## src/frbg_defines.svh

```systemverilog
// constants for the fractional rate divider
`ifndef FRBG_DEFINES_SVH
`define FRBG_DEFINES_SVH
// register select codes on the write port
`define FRBG_SEL_LOW 2'h0
`define FRBG_SEL_HIGH 2'h1
`define FRBG_SEL_FRAC 2'h2
`define FRBG_SEL_NONE 2'h3
// reset values
`define FRBG_LOW_RST 8'h01
`define FRBG_HIGH_RST 8'h00
`define FRBG_FRAC_RST 8'h00
// fields of the fraction and sampling register
`define FRBG_FRAC_MSB 3
`define FRBG_FRAC_LSB 0
`define FRBG_MODE_MSB 5
`define FRBG_MODE_LSB 4
// prescaler enable bit of the modem control register, last prescaler count and divide ratio
`define FRBG_PRESC_BIT 7
`define FRBG_PRESC_LAST 2'h3
`define FRBG_PRESC_DIV 3'h4
// sampling mode encodings and samples per bit
`define FRBG_MODE_16X 2'h0
`define FRBG_MODE_8X 2'h1
`define FRBG_MODE_4X 2'h2
`define FRBG_SPB_16X 5'h10
`define FRBG_SPB_8X 5'h08
`define FRBG_SPB_4X 5'h04
`define FRBG_MODE_SPARE 2'h3
// a zero integer counts as the full range; one fraction window is sixteen periods
`define FRBG_INT_FULL 17'h10000
`define FRBG_FRAC_SPAN 5'h10
// shortest reset pulse
`define FRBG_RST_MIN_NS 40
`define FRBG_CLK_NS 8
`define FRBG_RST_MIN_CYC ((`FRBG_RST_MIN_NS + `FRBG_CLK_NS - 1) / `FRBG_CLK_NS)
`endif

```

## src/frbg_pkg.sv

```systemverilog
// types for the fractional rate divider
package frbg_pkg;
	typedef enum logic [1:0] {
		FRBG_X16,
		FRBG_X8,
		FRBG_X4
	} frbg_mode_e;
	typedef logic [16:0] frbg_len_t;
endpackage : frbg_pkg

```

## src/frbg_rate_divider.sv

```systemverilog
// fractional rate divider with prescaler, one per serial channel
`timescale 1ns/1ps
`default_nettype none
`include "frbg_defines.svh"

// Operation
// - prescaler divides oscillator clock by 1, or by 4 when control bit 7 set
// - divisor from 1 to 65536 plus 15/16 in steps of 1/16
// - one sampling tick drives both transmit shifting and receive sampling
// - after reset low byte is 0x01, high byte and fraction 0x00
// - integer divisor is high byte as 15:8 and low byte as 7:0
// - fraction bits 3:0 give N/16, 0000 zero to 1111 fifteen sixteenths
// - mode bits 5:4: 00 is 16X, 01 is 8X, 10 is 4X
// - bit rate is clock over prescale over divisor over 16, 8 or 4
// - 8X with odd fraction may jitter bit time by 1/16
// - 4X with odd fraction not multiple of 4 may jitter by 1/8
// - each channel owns its own prescaler and divider instance
// - one bit lasts 16, 8 or 4 sampling ticks by mode
// - active low reset restores divisor and mode defaults
module frbg_rate_divider import frbg_pkg::*; (
	// clock and reset
	input wire logic ref_clk,
	input wire logic nrst,
	// register write port
	input wire logic reg_wr,
	input wire logic [1:0] reg_sel,
	input wire logic [7:0] reg_wdata,
	input wire logic [7:0] modem_control_reg,
	// register readback
	output logic [7:0] divisor_low_byte,
	output logic [7:0] divisor_high_byte,
	output logic [7:0] divisor_fraction_and_sampling,
	// timing outputs
	output logic sample_tick,
	output logic bit_tick
);

	function automatic frbg_mode_e mode_of(input logic [1:0] f);
		case (f)
			`FRBG_MODE_8X: mode_of = FRBG_X8;
			`FRBG_MODE_4X: mode_of = FRBG_X4;
			// the spare code falls back to 16X
			default: mode_of = FRBG_X16;
		endcase
	endfunction : mode_of

	function automatic logic [4:0] spb_of(input frbg_mode_e m);
		case (m)
			FRBG_X8: spb_of = `FRBG_SPB_8X;
			FRBG_X4: spb_of = `FRBG_SPB_4X;
			default: spb_of = `FRBG_SPB_16X;
		endcase
	endfunction : spb_of

	logic [7:0] low_q, high_q, frac_q;
	logic [1:0] pcnt_q, pcnt_d;
	frbg_len_t dcnt_q, dcnt_d;
	logic [3:0] acc_q, acc_d;
	logic [3:0] bcnt_q, bcnt_d;
	logic tick_q, tick_d, bit_q, bit_d;

	// decode
	wire logic restart = reg_wr;
	wire logic wr_low = reg_wr && (reg_sel == `FRBG_SEL_LOW);
	wire logic wr_high = reg_wr && (reg_sel == `FRBG_SEL_HIGH);
	wire logic wr_frac = reg_wr && (reg_sel == `FRBG_SEL_FRAC);
	wire logic presc = modem_control_reg[`FRBG_PRESC_BIT];
	wire logic [3:0] frac_n = frac_q[`FRBG_FRAC_MSB:`FRBG_FRAC_LSB];
	wire frbg_mode_e mode = mode_of(frac_q[`FRBG_MODE_MSB:`FRBG_MODE_LSB]);
	wire logic [4:0] spb = spb_of(mode);
	wire logic [15:0] div_int = {high_q, low_q};

	// prescaler: one tick per oscillator cycle, or one in four
	wire logic pre_tick = !presc || (pcnt_q == `FRBG_PRESC_LAST);

	// a zero integer counts as 65536 periods
	wire frbg_len_t int_len = (div_int == 16'h0000) ? `FRBG_INT_FULL : {1'b0, div_int};
	// fraction accumulator: carry out stretches this period by one
	wire logic [4:0] acc_sum = {1'b0, acc_q} + {1'b0, frac_n};
	wire logic stretch = acc_sum[4];
	wire frbg_len_t last_cnt = stretch ? int_len : int_len - 17'h00001;
	wire logic eop = pre_tick && (dcnt_q == last_cnt);
	wire logic last_sample = ({1'b0, bcnt_q} == spb - 5'h01);

	// next state
	always_comb begin
		pcnt_d = pcnt_q;
		dcnt_d = dcnt_q;
		acc_d = acc_q;
		bcnt_d = bcnt_q;
		tick_d = 1'b0;
		bit_d = 1'b0;
		if (restart) begin
			// a new rate starts from a clean period
			pcnt_d = 2'h0;
			dcnt_d = '0;
			acc_d = 4'h0;
			bcnt_d = 4'h0;
		end else begin
			pcnt_d = presc ? pcnt_q + 2'h1 : 2'h0;
			if (pre_tick) begin
				dcnt_d = eop ? '0 : dcnt_q + 17'h00001;
			end
			if (eop) begin
				acc_d = acc_sum[3:0];
				tick_d = 1'b1;
				// odd fractions leave stretched periods unevenly placed in a bit
				bcnt_d = last_sample ? 4'h0 : bcnt_q + 4'h1;
				bit_d = last_sample;
			end
		end
	end

	always_ff @(posedge ref_clk or negedge nrst) begin
		if (!nrst) begin
			low_q <= `FRBG_LOW_RST;
			high_q <= `FRBG_HIGH_RST;
			frac_q <= `FRBG_FRAC_RST;
		end else begin
			if (wr_low) begin
				low_q <= reg_wdata;
			end
			if (wr_high) begin
				high_q <= reg_wdata;
			end
			if (wr_frac) begin
				frac_q <= reg_wdata;
			end
		end
	end

	always_ff @(posedge ref_clk or negedge nrst) begin
		if (!nrst) begin
			pcnt_q <= 2'h0;
			dcnt_q <= '0;
			acc_q <= 4'h0;
			bcnt_q <= 4'h0;
			tick_q <= 1'b0;
			bit_q <= 1'b0;
		end else begin
			pcnt_q <= pcnt_d;
			dcnt_q <= dcnt_d;
			acc_q <= acc_d;
			bcnt_q <= bcnt_d;
			tick_q <= tick_d;
			bit_q <= bit_d;
		end
	end

	assign divisor_low_byte = low_q;
	assign divisor_high_byte = high_q;
	assign divisor_fraction_and_sampling = frac_q;
	// transmit and receive both take this single tick
	assign sample_tick = tick_q;
	assign bit_tick = bit_q;

	// checking helpers: cycles since last tick, and stretch count over 16 periods
	logic [19:0] gap_q;
	logic gap_ok_q;
	logic [4:0] per_q;
	logic [4:0] ext_q;
	wire logic [19:0] ratio = presc ? 20'(`FRBG_PRESC_DIV) : 20'h00001;
	wire logic [19:0] base_len = ratio * {3'h0, int_len};
	always_ff @(posedge ref_clk or negedge nrst) begin
		if (!nrst) begin
			gap_q <= 20'h0;
			gap_ok_q <= 1'b0;
			per_q <= 5'h0;
			ext_q <= 5'h0;
		end else if (restart) begin
			gap_q <= 20'h0;
			gap_ok_q <= 1'b0;
			per_q <= 5'h0;
			ext_q <= 5'h0;
		end else begin
			gap_q <= tick_q ? 20'h1 : gap_q + 20'h1;
			if (tick_q) begin
				gap_ok_q <= 1'b1;
			end
			if (eop) begin
				per_q <= (per_q == `FRBG_FRAC_SPAN) ? 5'h1 : per_q + 5'h1;
				ext_q <= ((per_q == `FRBG_FRAC_SPAN) ? 5'h0 : ext_q) + {4'h0, stretch};
			end
		end
	end

	reset_defaults_a: assert property (@(posedge ref_clk)
		$rose(nrst) |-> low_q == `FRBG_LOW_RST && high_q == `FRBG_HIGH_RST
		&& frac_q == `FRBG_FRAC_RST)
		else $error("divisor defaults wrong after reset");

	presc_four_a: assert property (@(posedge ref_clk) disable iff (!nrst)
		(pre_tick && presc && !restart) ##1 (presc && !restart)[*3] |-> !pre_tick ##1 pre_tick)
		else $error("prescaler not dividing by four");

	presc_bypass_a: assert property (@(posedge ref_clk) disable iff (!nrst)
		(!presc && !restart && !eop) |=> dcnt_q == $past(dcnt_q) + 17'h00001)
		else $error("prescaler not bypassed");

	restart_clears_a: assert property (@(posedge ref_clk) disable iff (!nrst)
		restart |=> dcnt_q == '0 && bcnt_q == 4'h0 && acc_q == 4'h0 && !tick_q)
		else $error("write did not restart divider");

	period_bounds_a: assert property (@(posedge ref_clk) disable iff (!nrst)
		(tick_q && gap_ok_q && !restart && $stable(presc))
		|-> gap_q >= base_len && gap_q <= base_len + ratio)
		else $error("tick spacing outside divisor range");

	period_exact_a: assert property (@(posedge ref_clk) disable iff (!nrst)
		(tick_q && gap_ok_q && frac_n == 4'h0 && $stable(presc)) |-> gap_q == base_len)
		else $error("integer divisor period wrong");

	frac_spread_a: assert property (@(posedge ref_clk) disable iff (!nrst)
		(eop && !restart && per_q == `FRBG_FRAC_SPAN) |-> ext_q == {1'b0, frac_n})
		else $error("stretched periods do not match fraction");

	bit_on_tick_a: assert property (@(posedge ref_clk) disable iff (!nrst)
		bit_tick |-> sample_tick && $past(bcnt_q) == spb[3:0] - 4'h1)
		else $error("bit end not on last sample");

	x16_len_a: assert property (@(posedge ref_clk) disable iff (!nrst)
		(bit_tick && mode == FRBG_X16) |-> $past(bcnt_q) == 4'hf)
		else $error("16X bit not sixteen samples");

	// readback port: a write shows the next cycle, anything else leaves all three alone
	low_write_a: assert property (@(posedge ref_clk) disable iff (!nrst)
		(reg_wr && reg_sel == `FRBG_SEL_LOW) |=> divisor_low_byte == $past(reg_wdata))
		else $error("low byte write did not land");

	high_write_a: assert property (@(posedge ref_clk) disable iff (!nrst)
		(reg_wr && reg_sel == `FRBG_SEL_HIGH) |=> divisor_high_byte == $past(reg_wdata))
		else $error("high byte write did not land");

	frac_write_a: assert property (@(posedge ref_clk) disable iff (!nrst)
		(reg_wr && reg_sel == `FRBG_SEL_FRAC)
		|=> divisor_fraction_and_sampling == $past(reg_wdata))
		else $error("fraction write did not land");

	regs_hold_a: assert property (@(posedge ref_clk) disable iff (!nrst)
		(!reg_wr || reg_sel == `FRBG_SEL_NONE) |=> $stable(divisor_low_byte)
		&& $stable(divisor_high_byte) && $stable(divisor_fraction_and_sampling))
		else $error("readback changed without a write");

	// counters: each one moves only on its own event, so a stray step shows at once
	presc_count_a: assert property (@(posedge ref_clk) disable iff (!nrst)
		(presc && !restart) |=> pcnt_q == $past(pcnt_q) + 2'h1)
		else $error("prescaler count skipped");

	count_bound_a: assert property (@(posedge ref_clk) disable iff (!nrst)
		dcnt_q <= int_len)
		else $error("divider count ran past its end");

	restart_quiet_a: assert property (@(posedge ref_clk) disable iff (!nrst)
		restart |=> !bit_tick && pcnt_q == 2'h0)
		else $error("write left bit or prescaler running");

	acc_hold_a: assert property (@(posedge ref_clk) disable iff (!nrst)
		(!eop && !restart) |=> $stable(acc_q))
		else $error("fraction accumulator moved between periods");

	// a zero fraction must never inherit a remainder from an earlier rate
	acc_clear_a: assert property (@(posedge ref_clk) disable iff (!nrst)
		(eop && !restart && frac_n == 4'h0) |=> acc_q == 4'h0)
		else $error("zero fraction left accumulator set");

	// bit length per mode; the spare code counts as 16X
	x8_len_a: assert property (@(posedge ref_clk) disable iff (!nrst)
		(bit_tick && mode == FRBG_X8) |-> $past(bcnt_q) == 4'(`FRBG_SPB_8X - 5'h01))
		else $error("8X bit not eight samples");

	x4_len_a: assert property (@(posedge ref_clk) disable iff (!nrst)
		(bit_tick && mode == FRBG_X4) |-> $past(bcnt_q) == 4'(`FRBG_SPB_4X - 5'h01))
		else $error("4X bit not four samples");

	spare_mode_a: assert property (@(posedge ref_clk) disable iff (!nrst)
		(bit_tick && frac_q[`FRBG_MODE_MSB:`FRBG_MODE_LSB] == `FRBG_MODE_SPARE)
		|-> $past(bcnt_q) == 4'(`FRBG_SPB_16X - 5'h01))
		else $error("spare mode code not timed as 16X");

	bit_kept_a: assert property (@(posedge ref_clk) disable iff (!nrst)
		(sample_tick && $past(bcnt_q) == spb[3:0] - 4'h1) |-> bit_tick)
		else $error("bit end missing on last sample");

	bit_single_a: assert property (@(posedge ref_clk) disable iff (!nrst)
		bit_tick |=> !bit_tick)
		else $error("bit tick longer than one cycle");

	tick_release_a: assert property (@(posedge ref_clk)
		$rose(nrst) |-> !sample_tick && !bit_tick)
		else $error("tick seen at reset release");

	cov_frac_16x_c: cover property (@(posedge ref_clk) disable iff (!nrst)
		bit_tick && mode == FRBG_X16 && frac_n != 4'h0);
	cov_odd_8x_c: cover property (@(posedge ref_clk) disable iff (!nrst)
		bit_tick && mode == FRBG_X8 && frac_n[0]);
	cov_presc_4x_c: cover property (@(posedge ref_clk) disable iff (!nrst)
		bit_tick && mode == FRBG_X4 && presc);
	cov_high_byte_c: cover property (@(posedge ref_clk) disable iff (!nrst)
		bit_tick && div_int[15:8] != 8'h00);
	cov_spare_mode_c: cover property (@(posedge ref_clk) disable iff (!nrst)
		bit_tick && frac_q[`FRBG_MODE_MSB:`FRBG_MODE_LSB] == `FRBG_MODE_SPARE);

endmodule : frbg_rate_divider
`default_nettype wire

```

## config.mk

```make
export PLATFORM = sky130hd
export DESIGN_NAME = frbg_rate_divider
export DESIGN_NICKNAME = d
export VERILOG_FILES = /design/src/frbg_pkg.sv /design/src/frbg_rate_divider.sv
export VERILOG_INCLUDE_DIRS = /design/src /design/src/src
export SDC_FILE = /design/constraint.sdc
export NUM_CORES = 1
export LEC_CHECK = 0
export BUFFER_PORTS_ARGS = -buffer_cell sky130_fd_sc_hd__buf_2
export CAP_MARGIN = 20
export CORE_UTILIZATION = 62
export DETAILED_ROUTE_END_ITERATION = 7
export PLACE_DENSITY = 0.86
export SKIP_LAST_GASP = 1
export SLEW_MARGIN = 20
export SYNTH_ARGS = -nofsm -noshare
export SYNTH_HDL_FRONTEND = slang
export SYNTH_SLANG_ARGS = --single-unit
```

## constraint.sdc

```tcl
create_clock -name ref_clk -period 7.4 [get_ports ref_clk]
set_input_delay 0.37 -clock ref_clk [delete_from_list [all_inputs] [get_ports ref_clk]]
set_output_delay 0.37 -clock ref_clk [all_outputs]
set_load 0.005 [all_outputs]
```

==> results of run 1 <==
-- layout by cell type, fill, tap and decap left out, types with 6 or more instances in the layout --
cell type and count:
a21oi_1 18, and3_1 7, buf_2 39, dfrtp_1 52
ha_1 10, inv_1 8, mux2_2 22, nand2_1 21
nand2b_1 7, nand3_1 18, nand3b_1 6, nand4_1 7
nor2_1 33, nor3_1 10, o21ai_0 12, xnor2_1 13
xor2_1 17
-- cell type report --
cell class / instances / area (sq um) / area share
multi-input cells: 272 / 1909 / 0.5210
inverters: 8 / 30.03 / 0.008194
clock inverters: 2 / 35.03 / 0.009560
clock buffers: 6 / 72.57 / 0.01980
repair buffers: 40 / 202.7 / 0.05531
flip-flops and latches: 53 / 1328 / 0.3622
well taps: 70 / 87.58 / 0.02390
-- state kept, by name (all words and copies together), names as in the netlist --
name,cells
acc_q,4
bcnt_q,4
bit_tick,1
dcnt_q,17
divisor_fraction_and_sampling,8
divisor_high_byte,8
divisor_low_byte,8
pcnt_q,2
sample_tick,1
-- stage by stage --
stage / hold WS [ps] / total power [W] / worst slack [ps]
final: 167.7 / 0.0007548 / 3371
after global routing: 243.8 / 0.0007895 / 3159
after CTS: 194.8 / 0.0007541 / 3368
after detailed placement: 430.3 / 0.0005584 / 3364
after global placement: 425.5 / 0.0005489 / 3544
after floorplan: 74.41 / 0.0004878 / 4324
-- power by group --
group | leakage, nW | internal [W] | switching [W]
clock network | 0.0552 | 0.000101 | 0.0000959
registers | 0.686 | 0.000316 | 0.0000519
logic | 0.823 | 0.0000903 | 0.000100
total | 1.56 | 0.000507 | 0.000248
-- layer usage --
layer / vias up / wire length, um / track usage
met1: 1338 / 3489 / 0.3896
met2: 91 / 3768 / 0.5005
met3: 24 / 370 / 0.06158
met5: - / 0 / 0
li1: 1336 / - / -
met4: 0 / 189 / 0.1317
-- cell usage after synthesis (3+ instances only) --
cell	instances
nor4_1	5
nand2b_1	7
or3_1	3
nand2_1	21
and3_1	7
o21ai_1	3
ha_1	10
or2_2	4
nor3b_1	3
nand4b_1	3
xor2_1	17
nand3_1	18
a21oi_1	18
dfrtp_1	52
nor2_1	33
inv_1	8
mux2_2	22
xnor2_1	13
nand4_1	7
nor3_1	11
o211ai_1	3
nand3b_1	6
o21ai_0	13
clkbuf_1	10
-- path summary, 6_finish.rpt --
path | slack [ps] | to | start
hold reg to reg | 440 | pcnt_q[0]$_DFF_PN0_ | pcnt_q[0]$_DFF_PN0_
min in group ref_clk | 320 | divisor_fraction_and_sampling[6]$_DFFE_PN0P_ | reg_wdata[6]
hold / removal | 170 | dcnt_q[9]$_DFFE_PN0P_ | nrst
setup reg to reg | 3370 | dcnt_q[15]$_DFFE_PN0P_ | divisor_fraction_and_sampling[0]$_DFFE_PN0P_
setup / recovery | 3370 | dcnt_q[15]$_DFFE_PN0P_ | divisor_fraction_and_sampling[0]$_DFFE_PN0P_
max in group asynchronous | 6800 | divisor_low_byte[5]$_DFFE_PN0P_ | nrst
-- cells by family (layout without fill, tap and decap cells) --
kind of cell | count (synthesis) | count (layout) | share of synthesized area
adder cells (fa/ha/maj) | 11 | 11 | 0.04361
flip-flops | 53 | 53 | 0.3989
multiplexers | 22 | 22 | 0.07444
AO/OA/AOI/OAI | 70 | 70 | 0.1421
AND/OR/NAND/NOR | 139 | 139 | 0.2331
buffers and inverters | 22 | 56 | 0.02895
XOR/XNOR | 30 | 30 | 0.07895
-- critical path, stage by stage (launching register included) --
cell	delay (ps)
dfrtp_1	410
ha_1	230
fa_1	430
nand3_1	220
nand2_1	230
nor4_1	400
and3_1	230
o21ai_1	90
or4_4	640
o21ai_1	860
nor2_1	120
==> metrics.txt, run 1 <==
status finished, final reports clean; Final ANT Viol Nets 0; row cnt 26; CTS H-tree depth 2; Finished Cell Area approximately 3700 sq um; # diodes 0; first-pass GRT wire length 12.73 mm; Resized cells post-CTS 0; Yosys cell types a little over 60; GR Overflow Total 0; Ports 47; share of post-route cells with drive strength above 1 0.2178; Seq cells post-synth 53; CTS sink count 53; Starting DRT DRC Count 149; max-slew violations 0; DP Cell Count around 440; Post-DP Area between 3000 and 4000 sq um; EDFF count, synth 0; Peak VDD IR approximately 0.00019 V; initial antenna violation count 0; PortBufs 39; Mapped Area approximately 3300 sq um; Syn. warnings 0; Finished Layout Cells between 400 and 500; Worst-path clk slew 90 ps; DRC Markers 0; Die X-Extent 75.27 um; Worst EP required 7560 ps; cts hold-fix bufs 0; Post-Synthesis Cells ~350; WL per Instance about 17 um; final worst-path cycle share 0.5445; critical path arrival 4190 ps; Core Util, Final 0.7130; Vias/cell around 6; Synth Net Count roughly 380; all-layer global routing usage 0.3033; initial core utilization 0.6475; critical path class reg -> reg; top_reg_cell synth dfrtp_1; crit start category flop; CTS buffer count 5; Synth area leader dfrtp_1; cell count of the worst reg-to-reg path 10; Period minus WS final 4029 ps; WL final 7.818 mm; fill count 392; Final setup viols 0; post-CTS setup buffer count 0; vias in the first global route between 2000 and 3000; PwrDens between 200 and 250 nW/um^2; LEAKAGE between 1.5 and 2 nW; HPWL Detailed approximately 5.6 mm; clock root cell clkbuf_8; first-pass detailed-route iteration total 5; critical path endpoint category flop; Worst Path Max Fanout 15; sequential share of the synthesized area 0.3989; max frequency ~0.25 GHz; die height about 75 um; CTS max path bufs 2; final hold vios 0; Mean Syn Cell Area ~9.6 sq um; full die area 5665 sq um; Hold Path Class in -> async; Vias around 2800; top cells by area, synth dfrtp_1 (39%), mux2_2 (7.4%), xor2_1 (4.5%); Layout area overhead 10.11%; setup TNS 0 ps; Worst-Skew Late Latency 310 ps; CTS tree built; Synth top area share 0.3910; largest net degree at the start of global routing 54; core area 5140 sq um; Nets 412; Async S/R FF share, synth 1.000; RSZ-0062 raised after global routing false; Rel. slew slack 0.2922; Setup Skew about 3.7 ps; routability congestion estimate about 0.97; Max-Cap Viols 0; Slew @ Worst Pin 1055 ps
Power figures use the tool's default switching activity.
==> inputs of run 2 (changes only) <==
Settings changed: CORE_UTILIZATION 62 to 52, PLACE_DENSITY 0.86 to 0.77.
Clock period 7.4 ns to 3.7 ns, I/O delays scaled along.
==> metrics.txt, run 2 (synthesis results as in run 1) <==
cell count of the worst reg-to-reg path 10; CP max-delay cell o21ai_0; commonest non-fill, non-tap cells in the layout dfrtp_1 (52), buf_2 (39), nor2_1 (33); largest net degree at the start of global routing 54; all-layer global routing usage 0.2535; WL final 7.777 mm; Worst-path clk slew 100 ps; max-slew violations 0; most common cell after layout, fill and taps aside dfrtp_1; WL per Instance 16.94 um; critical path arrival around 3700 ps; Worst Path Max Fanout 15; Vias about 2800; routability congestion estimate between 0.9 and 1; Vias/cell 6.109; Period minus WS final roughly 3500 ps; Ports 47; Slew @ Worst Pin ~650 ps; fill count between 500 and 600; hold_ws -17.41 ps; Final ANT Viol Nets 0; family with the most delay on the worst path compound AO/OA/AOI/OAI gates; slowest stage delay, CP between 500 and 600 ps; crit start category flop; Worst-Skew Late Latency around 310 ps; CTS sink count 53; die height ~80 um; FF-to-FF End dcnt_q[15]$_DFFE_PN0P_; first-pass detailed-route iteration total 4; Finished Cell Area between 3000 and 4000 sq um; final worst-path cycle share 0.9385; initial antenna violation count 0; Core Util, Final 0.6160; DRC Markers 0; CP cell instances ha_1 -> fa_1 -> a21o_1 -> a21oi_1 -> nand2_1 -> a2111o_1 -> o21ai_0 -> o21ai_1 -> buf_4 -> nor2_1; # diodes 0; full die area a little under 7000 sq um; sequential cell area 1328 sq um; Peak VDD IR between 0.0002 and 0.0003 V; Max-Cap Viols 0; Post-DP Area ~3600 sq um; critical path class reg -> reg; critical path endpoint category flop; status finished, violations left; Multi-input gate area approximately 1900 sq um; PortBufs 39; max FFs per register 17; post-CTS setup buffer count 0; Worst EP required 3940 ps; HPWL Detailed between 5 and 6 mm; PwrDens roughly 430 nW/um^2; clock root cell clkbuf_8; share of post-route cells with drive strength above 1 0.2318; LEAKAGE approximately 1.6 nW; first-pass GRT wire length between 10 and 15 mm; Setup Skew between 7 and 8 ps; RSZ-0062 raised after global routing false; GR Overflow Total 0; CTS buffer count 5; Crit path buffers/inverters 1; Rel. slew slack 0.5632; Final setup viols 0; Hold Path Class in -> async; core area approximately 6100 sq um; fin worst setup slack approximately 230 ps; initial core utilization 0.5491; setup TNS 0 ps; CTS H-tree depth 2; Starting DRT DRC Count 202; Layout area overhead 12.18%; worst slack, placed 252.7 ps; Biggest register dcnt_q; vias in the first global route ~2700; max frequency 0.2880 GHz; row cnt 28; R2R Path Start divisor_fraction_and_sampling[0]$_DFFE_PN0P_; r2r setup slk 230 ps; failing checks negative hold slack; Nets 415; CTS tree built; Die X-Extent a little over 80 um; final hold vios 34; CTS max path bufs 2
==> run 2: through the flow <==
step | total power (W) | std cells
CTS | 0.001592 | 459
finish | 0.001595 | 459
global route | 0.001675 | 459
global placement | 0.001110 | 451
detailed placement | 0.001122 | 451
floorplan | 0.0009756 | 347
==> run 2: repair_timing <==
item	in CTS	in global routing
setup endpoints to repair	0	22
gates resized for setup	0	2
hold buffers	0	0
==> run 2: cell type report <==
class,count,area share
Tap cell,75,0.02513
Sequential cell,53,0.3556
Clock inverter,3,0.01843
Clock buffer,5,0.01843
Timing Repair Buffer,43,0.06032
Multi-Input combinational cell,272,0.5141
Inverter,8,0.008043
==> run 2: report_power, final <==
group,internal [W],switching (W),total [W],leakage [nW]
registers,0.000632,0.000103,0.000735,0.686
logic,0.000185,0.000201,0.000385,0.840
clock network,0.000272,0.000203,0.000475,0.0687
total,0.00109,0.000506,0.00159,1.59
==> run 2: worst register-to-register path: stages (launching register included) <==
cell and delay [ps]:
dfrtp_1 410, ha_1 230, fa_1 420, a21o_1 190, a21oi_1 470, nand2_1 210, a2111o_1 470, o21ai_0 540
o21ai_1 130, buf_4 210, nor2_1 130
==> run 2: worst max path at each step <==
stage	startpoint	end	slack [ps]	cells past startpoint
after global placement	divisor_fraction_and_sampling[0]$_DFFE_PN0P_	bcnt_q[0]$_DFFE_PN0P_	300	10
after global routing	divisor_fraction_and_sampling[0]$_DFFE_PN0P_	dcnt_q[15]$_DFFE_PN0P_	10	10
after CTS	divisor_fraction_and_sampling[0]$_DFFE_PN0P_	bcnt_q[0]$_DFFE_PN0P_	170	9
after detailed placement	divisor_fraction_and_sampling[0]$_DFFE_PN0P_	bcnt_q[2]$_DFFE_PN0P_	250	10
final	divisor_fraction_and_sampling[0]$_DFFE_PN0P_	dcnt_q[15]$_DFFE_PN0P_	230	10
after floorplan	divisor_fraction_and_sampling[0]$_DFFE_PN0P_	dcnt_q[10]$_DFFE_PN0P_	620	11
==> run 2: routing by layer <==
metal	global-route usage	vias to the layer above	routed length (um)
li1	-	1345	-
met1	0.3425	1349	3547
met2	0.4198	102	3795
met3	0.03444	8	370
met4	0.07895	0	65
met5	0	-	0
==> inputs of run 3 (changes only) <==
--- a/config.mk
+++ b/config.mk
@@ -13,5 +13,4 @@
 export PLACE_DENSITY = 0.77
 export SKIP_LAST_GASP = 1
-export SLEW_MARGIN = 20
 export SYNTH_ARGS = -nofsm -noshare
 export SYNTH_HDL_FRONTEND = slang
==> constraint.sdc (replaced) <==
create_clock -name ref_clk -period 3.7 [get_ports ref_clk]
set_input_delay 0.37 -clock ref_clk [delete_from_list [all_inputs] [get_ports ref_clk]]
set_output_delay 0.37 -clock ref_clk [all_outputs]
set_load 0.005 [all_outputs]
==> metrics.txt, run 3 (synthesis results as in run 1) <==
Logic pwr share 0.265; most common cell after layout, fill and taps aside dfrtp_1; Worst-Skew Late Latency around 310 ps; PortBufs 39; clock root cell clkbuf_8; first-pass detailed-route iteration total 5; CTS max path bufs 2; status finished, final reports clean; Setup Skew ~9.9 ps; CTS buffer count 5; most frequent cell on the critical path nand3_1; crit start category flop; Hold Path Class in -> async; Net Sw Frac 0.3445; setup TNS 0 ps; first-pass GRT wire length 12.95 mm; Vias/cell just over 6; cell count of the worst reg-to-reg path 10; vias in the first global route ~2700; PwrDens between 300 and 400 nW/um^2; CP startpoint divisor_fraction_and_sampling[0]$_DFFE_PN0P_; max FFs per register 17; Finished Layout Cells between 400 and 500; CP max-delay cell or4_4; final hold vios 0; Worst-path clk slew 100 ps; largest net degree at the start of global routing 54; initial antenna violation count 0; Biggest register dcnt_q; FF-to-FF End bcnt_q[2]$_DFFE_PN0P_; LEAKAGE ~1.6 nW; Period minus WS final 3470 ps; GR Overflow Total 0; routability congestion estimate about 0.94; worst slack, placed ~200 ps; share of post-route cells with drive strength above 1 0.2286; DP Cell Count ~450; WL per Instance ~17 um; critical path class reg -> reg; core area around 6100 sq um; critical path endpoint category flop; Max-Cap Viols 0; Die X-Extent 82 um; Core Util, Final 0.6082; power share of the clock group 0.229; Rel. slew slack 0.5643; R2R Path Start divisor_fraction_and_sampling[0]$_DFFE_PN0P_; Final ANT Viol Nets 0; P_int approximately 0.00095 W; Psw between 0.0004 and 0.0005 W; Layout area overhead 10.75%; row cnt 28; CP cell instances ha_1 -> fa_1 -> nand3_1 -> nand3_1 -> nor2_1 -> o221a_2 -> o21ai_0 -> or4_4 -> or4_1 -> a21oi_1; family with the most delay on the worst path simple AND/OR/NAND/NOR gates; CTS sink count between 50 and 60; initial core utilization 0.5491; Starting DRT DRC Count slightly below 300; slowest stage delay, CP between 600 and 700 ps; Slew @ Worst Pin roughly 650 ps; Ports 47; Nets about 420; RSZ-0062 raised after global routing false; CTS tree built; HPWL Detailed 5.743 mm; Peak VDD IR slightly above 0.0003 V; commonest non-fill, non-tap cells in the layout dfrtp_1 (52), buf_2 (39), nor2_1 (33); Critical Path Stages 10; final worst-path cycle share 0.9377; CTS H-tree depth 2; full die area about 6700 sq um; WL final around 7.7 mm; all-layer global routing usage 0.2538; die height about 80 um; Vias between 2000 and 3000; Crit path buffers/inverters 0; max-slew violations 0; r2r setup slk roughly 230 ps; Flop pwr share 0.506; Worst Path Max Fanout 13; critical path arrival roughly 3700 ps; Final setup viols 0; max frequency just under 0.3 GHz; Worst EP required just under 4000 ps; DRC Markers 0; # diodes 0; fin worst setup slack approximately 230 ps
run 3: through the flow:
step	hold slack (ps)	total power (W)	cell area, sq um
floorplan	74.41	0.0009756	3328
global placement	425.3	0.001110	3588
detailed placement	440.3	0.001122	3588
CTS	193.4	0.001447	3676
global route	239.9	0.001528	3686
finish	160.7	0.001450	3686
run 3: how the worst max path moves through the flow:
stage                                   to
floorplan           dcnt_q[10]$_DFFE_PN0P_
global placement     bcnt_q[0]$_DFFE_PN0P_
detailed placement   bcnt_q[2]$_DFFE_PN0P_
CTS                  bcnt_q[0]$_DFFE_PN0P_
global route         bcnt_q[0]$_DFFE_PN0P_
finish               bcnt_q[2]$_DFFE_PN0P_
run 3: worst reg2reg max path, cell delays in order (launching register included):
cell	delay [ps]
dfrtp_1	410
ha_1	230
fa_1	420
nand3_1	230
nand3_1	290
nor2_1	210
o221a_2	200
o21ai_0	140
or4_4	610
or4_1	490
a21oi_1	160
run 3: what timing repair did:
action,CTS,global route
setup endpoints to repair,0,2
gates resized for setup,0,2
hold buffers,0,0
buffers inserted,0,0
run 3: power by group through the flow:
stage | clock [W] | combinational, W | sequential [W]
2_1_floorplan | 0 | 0.000267 | 0.000708
3_3_place_gp | 0 | 0.000368 | 0.000742
3_5_place_dp | 0 | 0.000378 | 0.000744
4_1_cts | 0.000333 | 0.000381 | 0.000733
5_1_grt | 0.000355 | 0.000427 | 0.000747
6_report | 0.000332 | 0.000384 | 0.000734
run 3: metal layers:
| layer | track usage | wire [um] |
|---|---|---|
| met2 | 0.4256 | 3699 |
| met5 | 0 | 0 |
| met1 | 0.3477 | 3552 |
| met3 | 0.03667 | 362 |
| met4 | 0.05263 | 104 |
run 3: cell type report:
type                       instances  area, sq um
fill                             523         2375
multi-input combinational        272         1914
sequential                        53         1328
timing repair buffer              44        232.7
tap                               75        93.84
clock buffer                       6        72.57
inverter                           8        30.03
clock inverter                     2        15.01
